File: src/design/cmil_press_timer.sv
package cmil_pkg;
  localparam int unsigned CLK_HZ        = 100_000_000;
  localparam int unsigned CYC_PER_MS    = CLK_HZ / 1000;
  localparam int unsigned PRESS_MIN_MS  = 100;
  localparam int unsigned PRESS_MAX_MS  = 4000;
  localparam int unsigned PRESS_MIN_CYC = CYC_PER_MS * PRESS_MIN_MS;
  localparam int unsigned PRESS_MAX_CYC = CYC_PER_MS * PRESS_MAX_MS;
  localparam int unsigned PRESS_CNT_W   = 29;
  localparam int unsigned ADDR_W        = 8;
  localparam int unsigned DATA_W        = 32;
  localparam logic [7:0]  OFS_CTRL      = 8'h00;
  localparam logic [7:0]  OFS_STATUS    = 8'h04;
  localparam logic [7:0]  OFS_COUNT     = 8'h08;
  localparam int unsigned CTRL_BEAM_EN  = 0;
  localparam logic [31:0] CTRL_RESET    = 32'h0000_0001;
  localparam int unsigned ST_MODE_LSB   = 0;
  localparam int unsigned ST_LOCK_BIT   = 3;
  localparam int unsigned ST_OUT_BIT    = 4;
  localparam int unsigned ST_RXCH_BIT   = 5;
  localparam int unsigned ST_TXCH_BIT   = 6;
  localparam int unsigned ST_FAULT_BIT  = 7;
  localparam int unsigned ST_RANGE_BIT  = 8;
  localparam int unsigned ST_STATE_LSB  = 9;
  localparam int unsigned CNT_ACC_LSB   = 16;
  localparam logic [7:0]  CARRIER_HALF_FIRST  = 8'h19;
  localparam logic [7:0]  CARRIER_HALF_SECOND = 8'h1e;
  localparam logic [1:0]  INIT_WAIT     = 2'h3;
  localparam logic [2:0]  MODE_ONE      = 3'h1;
  localparam logic [2:0]  MODE_TWO      = 3'h2;
  localparam logic [2:0]  MODE_THREE    = 3'h3;
  localparam logic [2:0]  MODE_FOUR     = 3'h4;
  localparam logic [2:0]  MODE_SIX      = 3'h6;

  typedef enum logic [2:0] {
    ST_INIT   = 3'b000,
    ST_AUTO   = 3'b001,
    ST_LOCKED = 3'b010,
    ST_ON     = 3'b011,
    ST_FAULT  = 3'b100
  } cmil_state_type;

  function automatic logic cmil_mode_legal(input logic [2:0] m);
    return (m == MODE_ONE) || (m == MODE_TWO) || (m == MODE_THREE) ||
           (m == MODE_FOUR) || (m == MODE_SIX);
  endfunction : cmil_mode_legal

  function automatic logic cmil_mode_interlock(input logic [2:0] m);
    return (m == MODE_FOUR) || (m == MODE_SIX);
  endfunction : cmil_mode_interlock
endpackage : cmil_pkg

`timescale 1ns/10ps
module cmil_press_timer
  import cmil_pkg::*;
#(
  parameter int unsigned MIN_CYC = PRESS_MIN_CYC,
  parameter int unsigned MAX_CYC = PRESS_MAX_CYC,
  parameter int unsigned CNT_W   = PRESS_CNT_W
) (
  input  wire logic clk,
  input  wire logic rst_n,
  input  wire logic pressed,
  output logic      accept,
  output logic      reject
);
  localparam logic [CNT_W-1:0] MIN_L = CNT_W'(MIN_CYC);
  localparam logic [CNT_W-1:0] MAX_L = CNT_W'(MAX_CYC);
  localparam logic [CNT_W-1:0] SAT_L = CNT_W'(MAX_CYC + 1);

  logic [CNT_W-1:0] hold_reg;
  logic             prev_reg;

  always_ff @(posedge clk) begin
    if (!rst_n) begin
      hold_reg <= '0;
      prev_reg <= 1'b0;
    end else begin
      prev_reg <= pressed;
      if (pressed) begin
        // saturate just past the limit so an overlong press stays invalid
        if (hold_reg != SAT_L) begin
          hold_reg <= hold_reg + 1'b1;
        end
      end else begin
        hold_reg <= '0;
      end
    end
  end

  always_ff @(posedge clk) begin
    if (!rst_n) begin
      accept <= 1'b0;
      reject <= 1'b0;
    end else begin
      accept <= prev_reg && !pressed && hold_reg >= MIN_L && hold_reg <= MAX_L;
      reject <= prev_reg && !pressed && (hold_reg < MIN_L || hold_reg > MAX_L);
    end
  end
endmodule : cmil_press_timer

File: src/design/cmil_top.sv
// Behaviour
// - operating mode comes from wiring; each mode fixes its function set.
// - modes 1, 2 and 3 keep the restart interlock disabled.
// - modes 4 and 6 enable the restart interlock automatically.
// - with interlock, outputs stay off after a field violation until reset.
// - with interlock, outputs stay off after supply return until reset.
// - reset is accepted only as press-release held 0.1 s to 4 s.
// - a valid reset while locked, with field clear and supply present, switches the outputs on.
// - no contactor feedback check exists in any mode.
// - factory state uses the first receive channel.
// - strapped power-up switches the receiver to the second channel, stored.
// - each further strapped power-up toggles the stored channel again.
// - transmitter channel follows supply polarity.
// - beams are modulated to tell them from ambient light.
// - range pin wiring halves the transmit power.
`timescale 1ns/10ps
module cmil_top
  import cmil_pkg::*;
#(
  parameter int unsigned PRESS_MIN_CYC_P = PRESS_MIN_CYC,
  parameter int unsigned PRESS_MAX_CYC_P = PRESS_MAX_CYC,
  parameter int unsigned PRESS_CNT_W_P   = PRESS_CNT_W
) (
  input  wire logic              CLK_SYS,
  input  wire logic              RST_N,
  input  wire logic [ADDR_W-1:0] ADDR,
  input  wire logic [DATA_W-1:0] WDATA,
  input  wire logic              WR,
  input  wire logic              RD,
  output logic      [DATA_W-1:0] RDATA,
  input  wire logic [2:0]        MODE_SEL,
  input  wire logic              FIELD_CLEAR,
  input  wire logic              RESET_BTN,
  input  wire logic              STRAP_TIED,
  input  wire logic              NV_CHANNEL,
  input  wire logic              SUPPLY_OK,
  input  wire logic              TX_POLARITY_REV,
  input  wire logic              RANGE_REDUCE,
  output logic                   SAFETY_OUT,
  output logic                   INTERLOCK_WAIT,
  output logic                   RX_CHANNEL,
  output logic                   TX_CHANNEL,
  output logic                   BEAM_MOD,
  output logic                   TX_POWER_HALF,
  output logic                   NV_WR,
  output logic                   NV_DATA
);

  logic [9:0]     pin_meta_reg;
  logic [9:0]     pin_sync_reg;
  logic [2:0]     mode_sync;
  logic           field_sync;
  logic           btn_sync;
  logic           strap_sync;
  logic           nv_sync;
  logic           supply_sync;
  logic           pol_sync;
  logic           range_sync;
  logic           press_accept;
  logic           press_reject;
  logic [1:0]     init_reg;
  logic [2:0]     mode_cap_reg;
  logic           mode_moved;
  cmil_state_type state_reg;
  cmil_state_type state_next;
  logic [31:0]    ctrl_reg;
  logic [15:0]    rej_cnt_reg;
  logic [15:0]    acc_cnt_reg;
  logic [7:0]     carrier_reg;
  logic [7:0]     carrier_half;
  logic           count_clr;

  // all pins are asynchronous to CLK_SYS
  always_ff @(posedge CLK_SYS) begin
    if (!RST_N) begin
      pin_meta_reg <= 10'h000;
      pin_sync_reg <= 10'h000;
    end else begin
      pin_meta_reg <= {MODE_SEL, FIELD_CLEAR, RESET_BTN, STRAP_TIED, NV_CHANNEL,
                       SUPPLY_OK, TX_POLARITY_REV, RANGE_REDUCE};
      pin_sync_reg <= pin_meta_reg;
    end
  end

  assign mode_sync   = pin_sync_reg[9:7];
  assign field_sync  = pin_sync_reg[6];
  assign btn_sync    = pin_sync_reg[5];
  assign strap_sync  = pin_sync_reg[4];
  assign nv_sync     = pin_sync_reg[3];
  assign supply_sync = pin_sync_reg[2];
  assign pol_sync    = pin_sync_reg[1];
  assign range_sync  = pin_sync_reg[0];

  cmil_press_timer #(
    .MIN_CYC (PRESS_MIN_CYC_P),
    .MAX_CYC (PRESS_MAX_CYC_P),
    .CNT_W   (PRESS_CNT_W_P)
  ) u_press (
    .clk     (CLK_SYS),
    .rst_n   (RST_N),
    .pressed (btn_sync),
    .accept  (press_accept),
    .reject  (press_reject)
  );

  // wait until the synchronisers hold real pin levels before sampling straps
  always_ff @(posedge CLK_SYS) begin
    if (!RST_N) begin
      init_reg <= 2'h0;
    end else if (state_reg == ST_INIT && init_reg != INIT_WAIT) begin
      init_reg <= init_reg + 2'h1;
    end
  end

  always_ff @(posedge CLK_SYS) begin
    if (!RST_N) begin
      mode_cap_reg <= 3'h0;
    end else if (state_reg == ST_INIT && init_reg == INIT_WAIT) begin
      mode_cap_reg <= mode_sync;
    end
  end

  // rewiring the mode at run time would change the function set silently
  assign mode_moved = (mode_sync != mode_cap_reg);

  always_comb begin
    state_next = state_reg;
    unique case (state_reg)
      ST_INIT: begin
        if (init_reg == INIT_WAIT) begin
          if (!cmil_mode_legal(mode_sync)) begin
            state_next = ST_FAULT;
          end else if (cmil_mode_interlock(mode_sync)) begin
            state_next = ST_LOCKED;
          end else begin
            state_next = ST_AUTO;
          end
        end
      end
      ST_AUTO: begin
        if (mode_moved) begin
          state_next = ST_FAULT;
        end
      end
      ST_LOCKED: begin
        if (mode_moved) begin
          state_next = ST_FAULT;
        end else if (press_accept && field_sync && supply_sync) begin
          state_next = ST_ON;
        end
      end
      ST_ON: begin
        if (mode_moved) begin
          state_next = ST_FAULT;
        end else if (!field_sync || !supply_sync) begin
          state_next = ST_LOCKED;
        end
      end
      ST_FAULT: begin
        state_next = ST_FAULT;
      end
      default: begin
        state_next = ST_FAULT;
      end
    endcase
  end

  always_ff @(posedge CLK_SYS) begin
    if (!RST_N) begin
      state_reg <= ST_INIT;
    end else begin
      state_reg <= state_next;
    end
  end

  // outputs follow field and supply only; no contactor feedback input exists
  always_ff @(posedge CLK_SYS) begin
    if (!RST_N) begin
      SAFETY_OUT <= 1'b0;
    end else begin
      SAFETY_OUT <= (state_next == ST_ON) ||
                    (state_next == ST_AUTO && field_sync && supply_sync);
    end
  end

  // ready-to-unlock lamp: locked, field free and supply present
  always_ff @(posedge CLK_SYS) begin
    if (!RST_N) begin
      INTERLOCK_WAIT <= 1'b0;
    end else begin
      INTERLOCK_WAIT <= (state_next == ST_LOCKED) && field_sync && supply_sync;
    end
  end

  // the stored channel lives in an external non-volatile cell; erased cell
  // reads as the first channel, so no factory write is needed
  always_ff @(posedge CLK_SYS) begin
    if (!RST_N) begin
      RX_CHANNEL <= 1'b0;
      NV_WR      <= 1'b0;
      NV_DATA    <= 1'b0;
    end else begin
      NV_WR <= 1'b0;
      if (state_reg == ST_INIT && init_reg == INIT_WAIT) begin
        if (strap_sync) begin
          RX_CHANNEL <= !nv_sync;
          NV_DATA    <= !nv_sync;
          NV_WR      <= 1'b1;
        end else begin
          RX_CHANNEL <= nv_sync;
          NV_DATA    <= nv_sync;
        end
      end
    end
  end

  always_ff @(posedge CLK_SYS) begin
    if (!RST_N) begin
      TX_CHANNEL    <= 1'b0;
      TX_POWER_HALF <= 1'b0;
    end else begin
      TX_CHANNEL    <= pol_sync;
      TX_POWER_HALF <= range_sync;
    end
  end

  // different carrier periods per channel keep neighbouring pairs apart
  assign carrier_half = TX_CHANNEL ? CARRIER_HALF_SECOND : CARRIER_HALF_FIRST;

  always_ff @(posedge CLK_SYS) begin
    if (!RST_N) begin
      carrier_reg <= 8'h00;
      BEAM_MOD    <= 1'b0;
    end else if (!ctrl_reg[CTRL_BEAM_EN]) begin
      carrier_reg <= 8'h00;
      BEAM_MOD    <= 1'b0;
    end else if (carrier_reg >= carrier_half - 8'h01) begin
      carrier_reg <= 8'h00;
      BEAM_MOD    <= !BEAM_MOD;
    end else begin
      carrier_reg <= carrier_reg + 8'h01;
    end
  end

  always_ff @(posedge CLK_SYS) begin
    if (!RST_N) begin
      ctrl_reg <= CTRL_RESET;
    end else if (WR && ADDR == OFS_CTRL) begin
      ctrl_reg <= {31'h0, WDATA[CTRL_BEAM_EN]};
    end
  end

  assign count_clr = WR && ADDR == OFS_COUNT;

  // a press that completes in the clearing cycle is still counted
  always_ff @(posedge CLK_SYS) begin
    if (!RST_N) begin
      rej_cnt_reg <= 16'h0000;
      acc_cnt_reg <= 16'h0000;
    end else begin
      if (press_reject) begin
        rej_cnt_reg <= count_clr ? 16'h0001 : rej_cnt_reg + 16'h0001;
      end else if (count_clr) begin
        rej_cnt_reg <= 16'h0000;
      end
      if (press_accept) begin
        acc_cnt_reg <= count_clr ? 16'h0001 : acc_cnt_reg + 16'h0001;
      end else if (count_clr) begin
        acc_cnt_reg <= 16'h0000;
      end
    end
  end

  always_ff @(posedge CLK_SYS) begin
    if (!RST_N) begin
      RDATA <= 32'h0000_0000;
    end else if (RD) begin
      unique case (ADDR)
        OFS_CTRL: RDATA <= ctrl_reg;
        OFS_STATUS: begin
          RDATA <= 32'h0000_0000;
          RDATA[ST_MODE_LSB +: 3]  <= mode_cap_reg;
          RDATA[ST_LOCK_BIT]       <= cmil_mode_interlock(mode_cap_reg);
          RDATA[ST_OUT_BIT]        <= SAFETY_OUT;
          RDATA[ST_RXCH_BIT]       <= RX_CHANNEL;
          RDATA[ST_TXCH_BIT]       <= TX_CHANNEL;
          RDATA[ST_FAULT_BIT]      <= (state_reg == ST_FAULT);
          RDATA[ST_RANGE_BIT]      <= TX_POWER_HALF;
          RDATA[ST_STATE_LSB +: 3] <= state_reg;
        end
        OFS_COUNT: RDATA <= {acc_cnt_reg, rej_cnt_reg};
        default: RDATA <= 32'h0000_0000;
      endcase
    end
  end
endmodule : cmil_top

File: config.mk
export PLATFORM = sky130hd
export DESIGN_NAME = cmil_top
export DESIGN_NICKNAME = d
export VERILOG_FILES = /design/src/design/cmil_press_timer.sv /design/src/design/cmil_top.sv
export SDC_FILE = /design/constraint.sdc
export NUM_CORES = 1
export LEC_CHECK = 0
export BUFFER_PORTS_ARGS = -buffer_cell sky130_fd_sc_hd__buf_2
export CAP_MARGIN = 20
export CELL_PAD_IN_SITES_DETAIL_PLACEMENT = 1
export CELL_PAD_IN_SITES_GLOBAL_PLACEMENT = 1
export CORE_ASPECT_RATIO = 1.25
export CORE_MARGIN = 10
export CORE_UTILIZATION = 46
export CTS_CLUSTER_DIAMETER = 200
export DETAILED_ROUTE_END_ITERATION = 16
export GPL_TIMING_DRIVEN = 0
export HOLD_SLACK_MARGIN = 0.08
export PLACE_DENSITY_LB_ADDON = 0.08
export SLEW_MARGIN = 20
export SYNTH_ARGS = -nofsm -noshare
export SYNTH_HDL_FRONTEND = slang
export SYNTH_SLANG_ARGS = --single-unit
File: constraint.sdc
create_clock -name CLK_SYS -period 2.48 [get_ports CLK_SYS]
set_input_delay 0.496 -clock CLK_SYS [delete_from_list [all_inputs] [get_ports CLK_SYS]]
set_output_delay 0.496 -clock CLK_SYS [all_outputs]
set_load 0.05 [all_outputs]
==> run_results.csv <==
group,metric,value,unit
grt,grt_antenna_before_repair,0,
finish,layout_common_cells,"140 x dfxtp_1, 68 x buf_2, 51 x nor2_1",
cts,cts-root-buf,"clkbuf_16",
worst_setup_path,r2r_end,"u_press.hold_reg[24]",
cts,numCtsBuffers,17,
finish,largest_register_ffs,32,
finish,mostFrequentLayoutCell,"dfxtp_1",
synthesis,synthCells,669,
timing,min_period_over_period,0.788,
finish,fill_cells,1549,
worst_setup_path,crit_end,"u_press.hold_reg[24]",
die,start_util,0.467,
status,status,"completed",
place,dp_hpwl,12300,um
cts,clkSinkCount,140,
place,dpl_cell_area,0.00668,mm^2
worst_setup_path,r2r_setup_slack,0.53,ns
worst_setup_path,worstPathMaxFanout,7,
timing,setup_tns,0,ns
cts,clock_latency,0.42,ns
worst_setup_path,r2r-start,"u_press.hold_reg[0]",
power_and_ir_drop,finalPower,0.00523,W
finish,fin_area,0.00729,mm^2
route,vias,5269,
route,drt_pass1_iterations,5,
finish,multiInputGateArea,0.00310,mm^2
cts,cts.clk_slew.worst_paths,0.06,ns
timing,setup_viol,0,
route,wire_per_inst,18.2,um
finish,ff_latch_area,0.00280,mm^2
timing,rsz0062_at_grt,"no",
cts,post_cts_buffers,0,
die,dieHeight,149,um
route,via_per_inst,5.64,
synthesis,ys_types,63,
synthesis,async_reset_ff_frac,0,
cts,h-tree-depth,4,
power_and_ir_drop,powerDensity,718,mW/mm^2
finish,nets,813,
synthesis,ys_seq_area_frac,0.455,
worst_setup_path,critPathKind,"reg2reg",
die,die_w,123,um
timing,fmax,0.512,GHz
worst_setup_path,cp.required,2.80,ns
place,io_buffer_count,61,
timing,min_period,1.95,ns
worst_hold_path,hp-class,"in2reg",
cts,hold_buffers,0,
route,wirelength,17000,um
cts,cts.path.max_buffers,2,
timing,skew,0.00994,ns
timing,slew_headroom,0.588,
finish,drive_gt1_frac,0.163,
synthesis,syn_area,0.00615,mm^2
route,drc,0,
worst_setup_path,cp-start-kind,"register",
grt,gr-total-overflow,0,
cts,cts_tree,"yes",
route,drtIter0Drc,322,
finish,diodes,0,
finish,area_growth,18.4,%
worst_setup_path,startpoint,"u_press.hold_reg[0]",
route,final_antenna_net_count,0,
synthesis,avgSynthCellArea,9.20,um^2
worst_setup_path,crit_arrival,2.27,ns
synthesis,synth-main-ff-cell,"dfxtp_1",
die,die_area,0.0184,mm^2
power_and_ir_drop,power.leakage,2.74,nW
die,core-area,0.0132,mm^2
worst_setup_path,worstSetupEndpointType,"register",
synthesis,yosysWarnings,0,
cts,post_cts_resized,0,
grt,grt_pass1_wl,28300,um
timing,hold_viol,0,
place,routabilityCongestion,0.859,
grt,grt_pass1_vias,5724,
grt,grt.total_usage,0.192,
worst_setup_path,worstRegToRegCells,5,
die,ioPinCount,94,
timing,tightest_slew,0.612,ns
synthesis,synth_edf_count,0,
power_and_ir_drop,ir_drop,0.392,mV
die,rows,47,
synthesis,ys_ff_latch,140,
run,maxCapViolCount,0,
grt,grt_start_max_net_pins,17,
timing,final-max-slew-violation-count,0,
## synthesized netlist by cell type (3+ instances only)
cell	instances	area, um^2
a21boi_0	19	143
a21boi_1	3	22.5
a21oi_1	23	115
a22oi_1	10	75.1
and2_1	27	169
and3_1	11	68.8
and3_2	4	30.0
and4_1	6	52.6
buf_2	7	35.0
buf_4	5	37.5
buf_6	3	33.8
clkbuf_1	16	60.1
dfxtp_1	140	2800
ha_1	9	113
inv_1	15	56.3
mux2i_1	13	130
nand2_1	44	165
nand2b_1	28	175
nand3_1	41	205
nand3b_1	3	22.5
nand4_1	29	181
nor2_1	51	191
nor2b_1	9	56.3
nor3_1	7	35.0
nor4_1	10	62.6
o21a_1	5	37.5
o21ai_0	24	120
o311ai_0	3	26.3
o31ai_1	5	37.5
o41ai_1	3	26.3
or3_1	10	62.6
or4_1	7	52.6
xnor2_1	13	114
xor2_1	28	245
## stage by stage
step	hold WS (ns)	std cells	util	worst slack (ns)
finish	0.283	934	0.553	0.526
global route	0.280	934	0.553	0.348
CTS	0.273	934	0.553	0.551
detailed placement	0.427	902	0.507	0.389
global placement	0.416	902	0.507	0.435
floorplan	0.412	670	-	0.493
## worst min-delay path by stage
stage	startpoint	endpoint	slack, ns	depth (start not counted)
CTS	STRAP_TIED	pin_meta_reg[4]	0.27	2
detailed placement	pin_meta_reg[3]	pin_sync_reg[3]	0.43	1
floorplan	pin_sync_reg[1]	TX_CHANNEL	0.41	1
global route	NV_CHANNEL	pin_meta_reg[3]	0.28	2
finish	STRAP_TIED	pin_meta_reg[4]	0.28	2
global placement	pin_meta_reg[4]	pin_sync_reg[4]	0.42	1
## where the power goes
group          total (W)  leakage [nW]  internal, W  switching, W
logic           0.000281          1.32     0.000112      0.000169
registers        0.00233          1.13      0.00230     0.0000389
clock network    0.00262         0.290      0.00161       0.00100
## final cells by class
cell class,instances,area share
inverter,15,0.00773
buffer,35,0.0270
tap,171,0.0294
clock buffer,19,0.0608
sequential,140,0.385
timing repair buffer,61,0.0419
multi-input combinational,480,0.426
clock inverter,13,0.0228
## logic make-up (layout without fill, tap and decap cells)
group	Yosys count	count (layout)	share of synthesized area
simple gates	301	301	0.280
buf+inv	50	143	0.0411
compound gates	114	114	0.125
other cells	1	2	0.000609
mux	13	13	0.0211
flops	140	140	0.455
fa+ha+maj	9	9	0.0183
xor+xnor	41	41	0.0584
## worst max-delay path, stage by stage (launching register included)
cell and delay (ns):
dfxtp_1 0.44, ha_1 0.27, nand4_1 0.29, nor4_1 0.48, a21boi_0 0.17, o21a_1 0.20
## layer usage
layer / up-vias / track usage / wire, um
li1: 2542 / - / -
met1: 2578 / 0.198 / 6550
met2: 109 / 0.359 / 9260
met3: 40 / 0.0413 / 698
met4: 0 / 0.0846 / 534
met5: - / 0 / 0
Power figures use the tool's default switching activity.
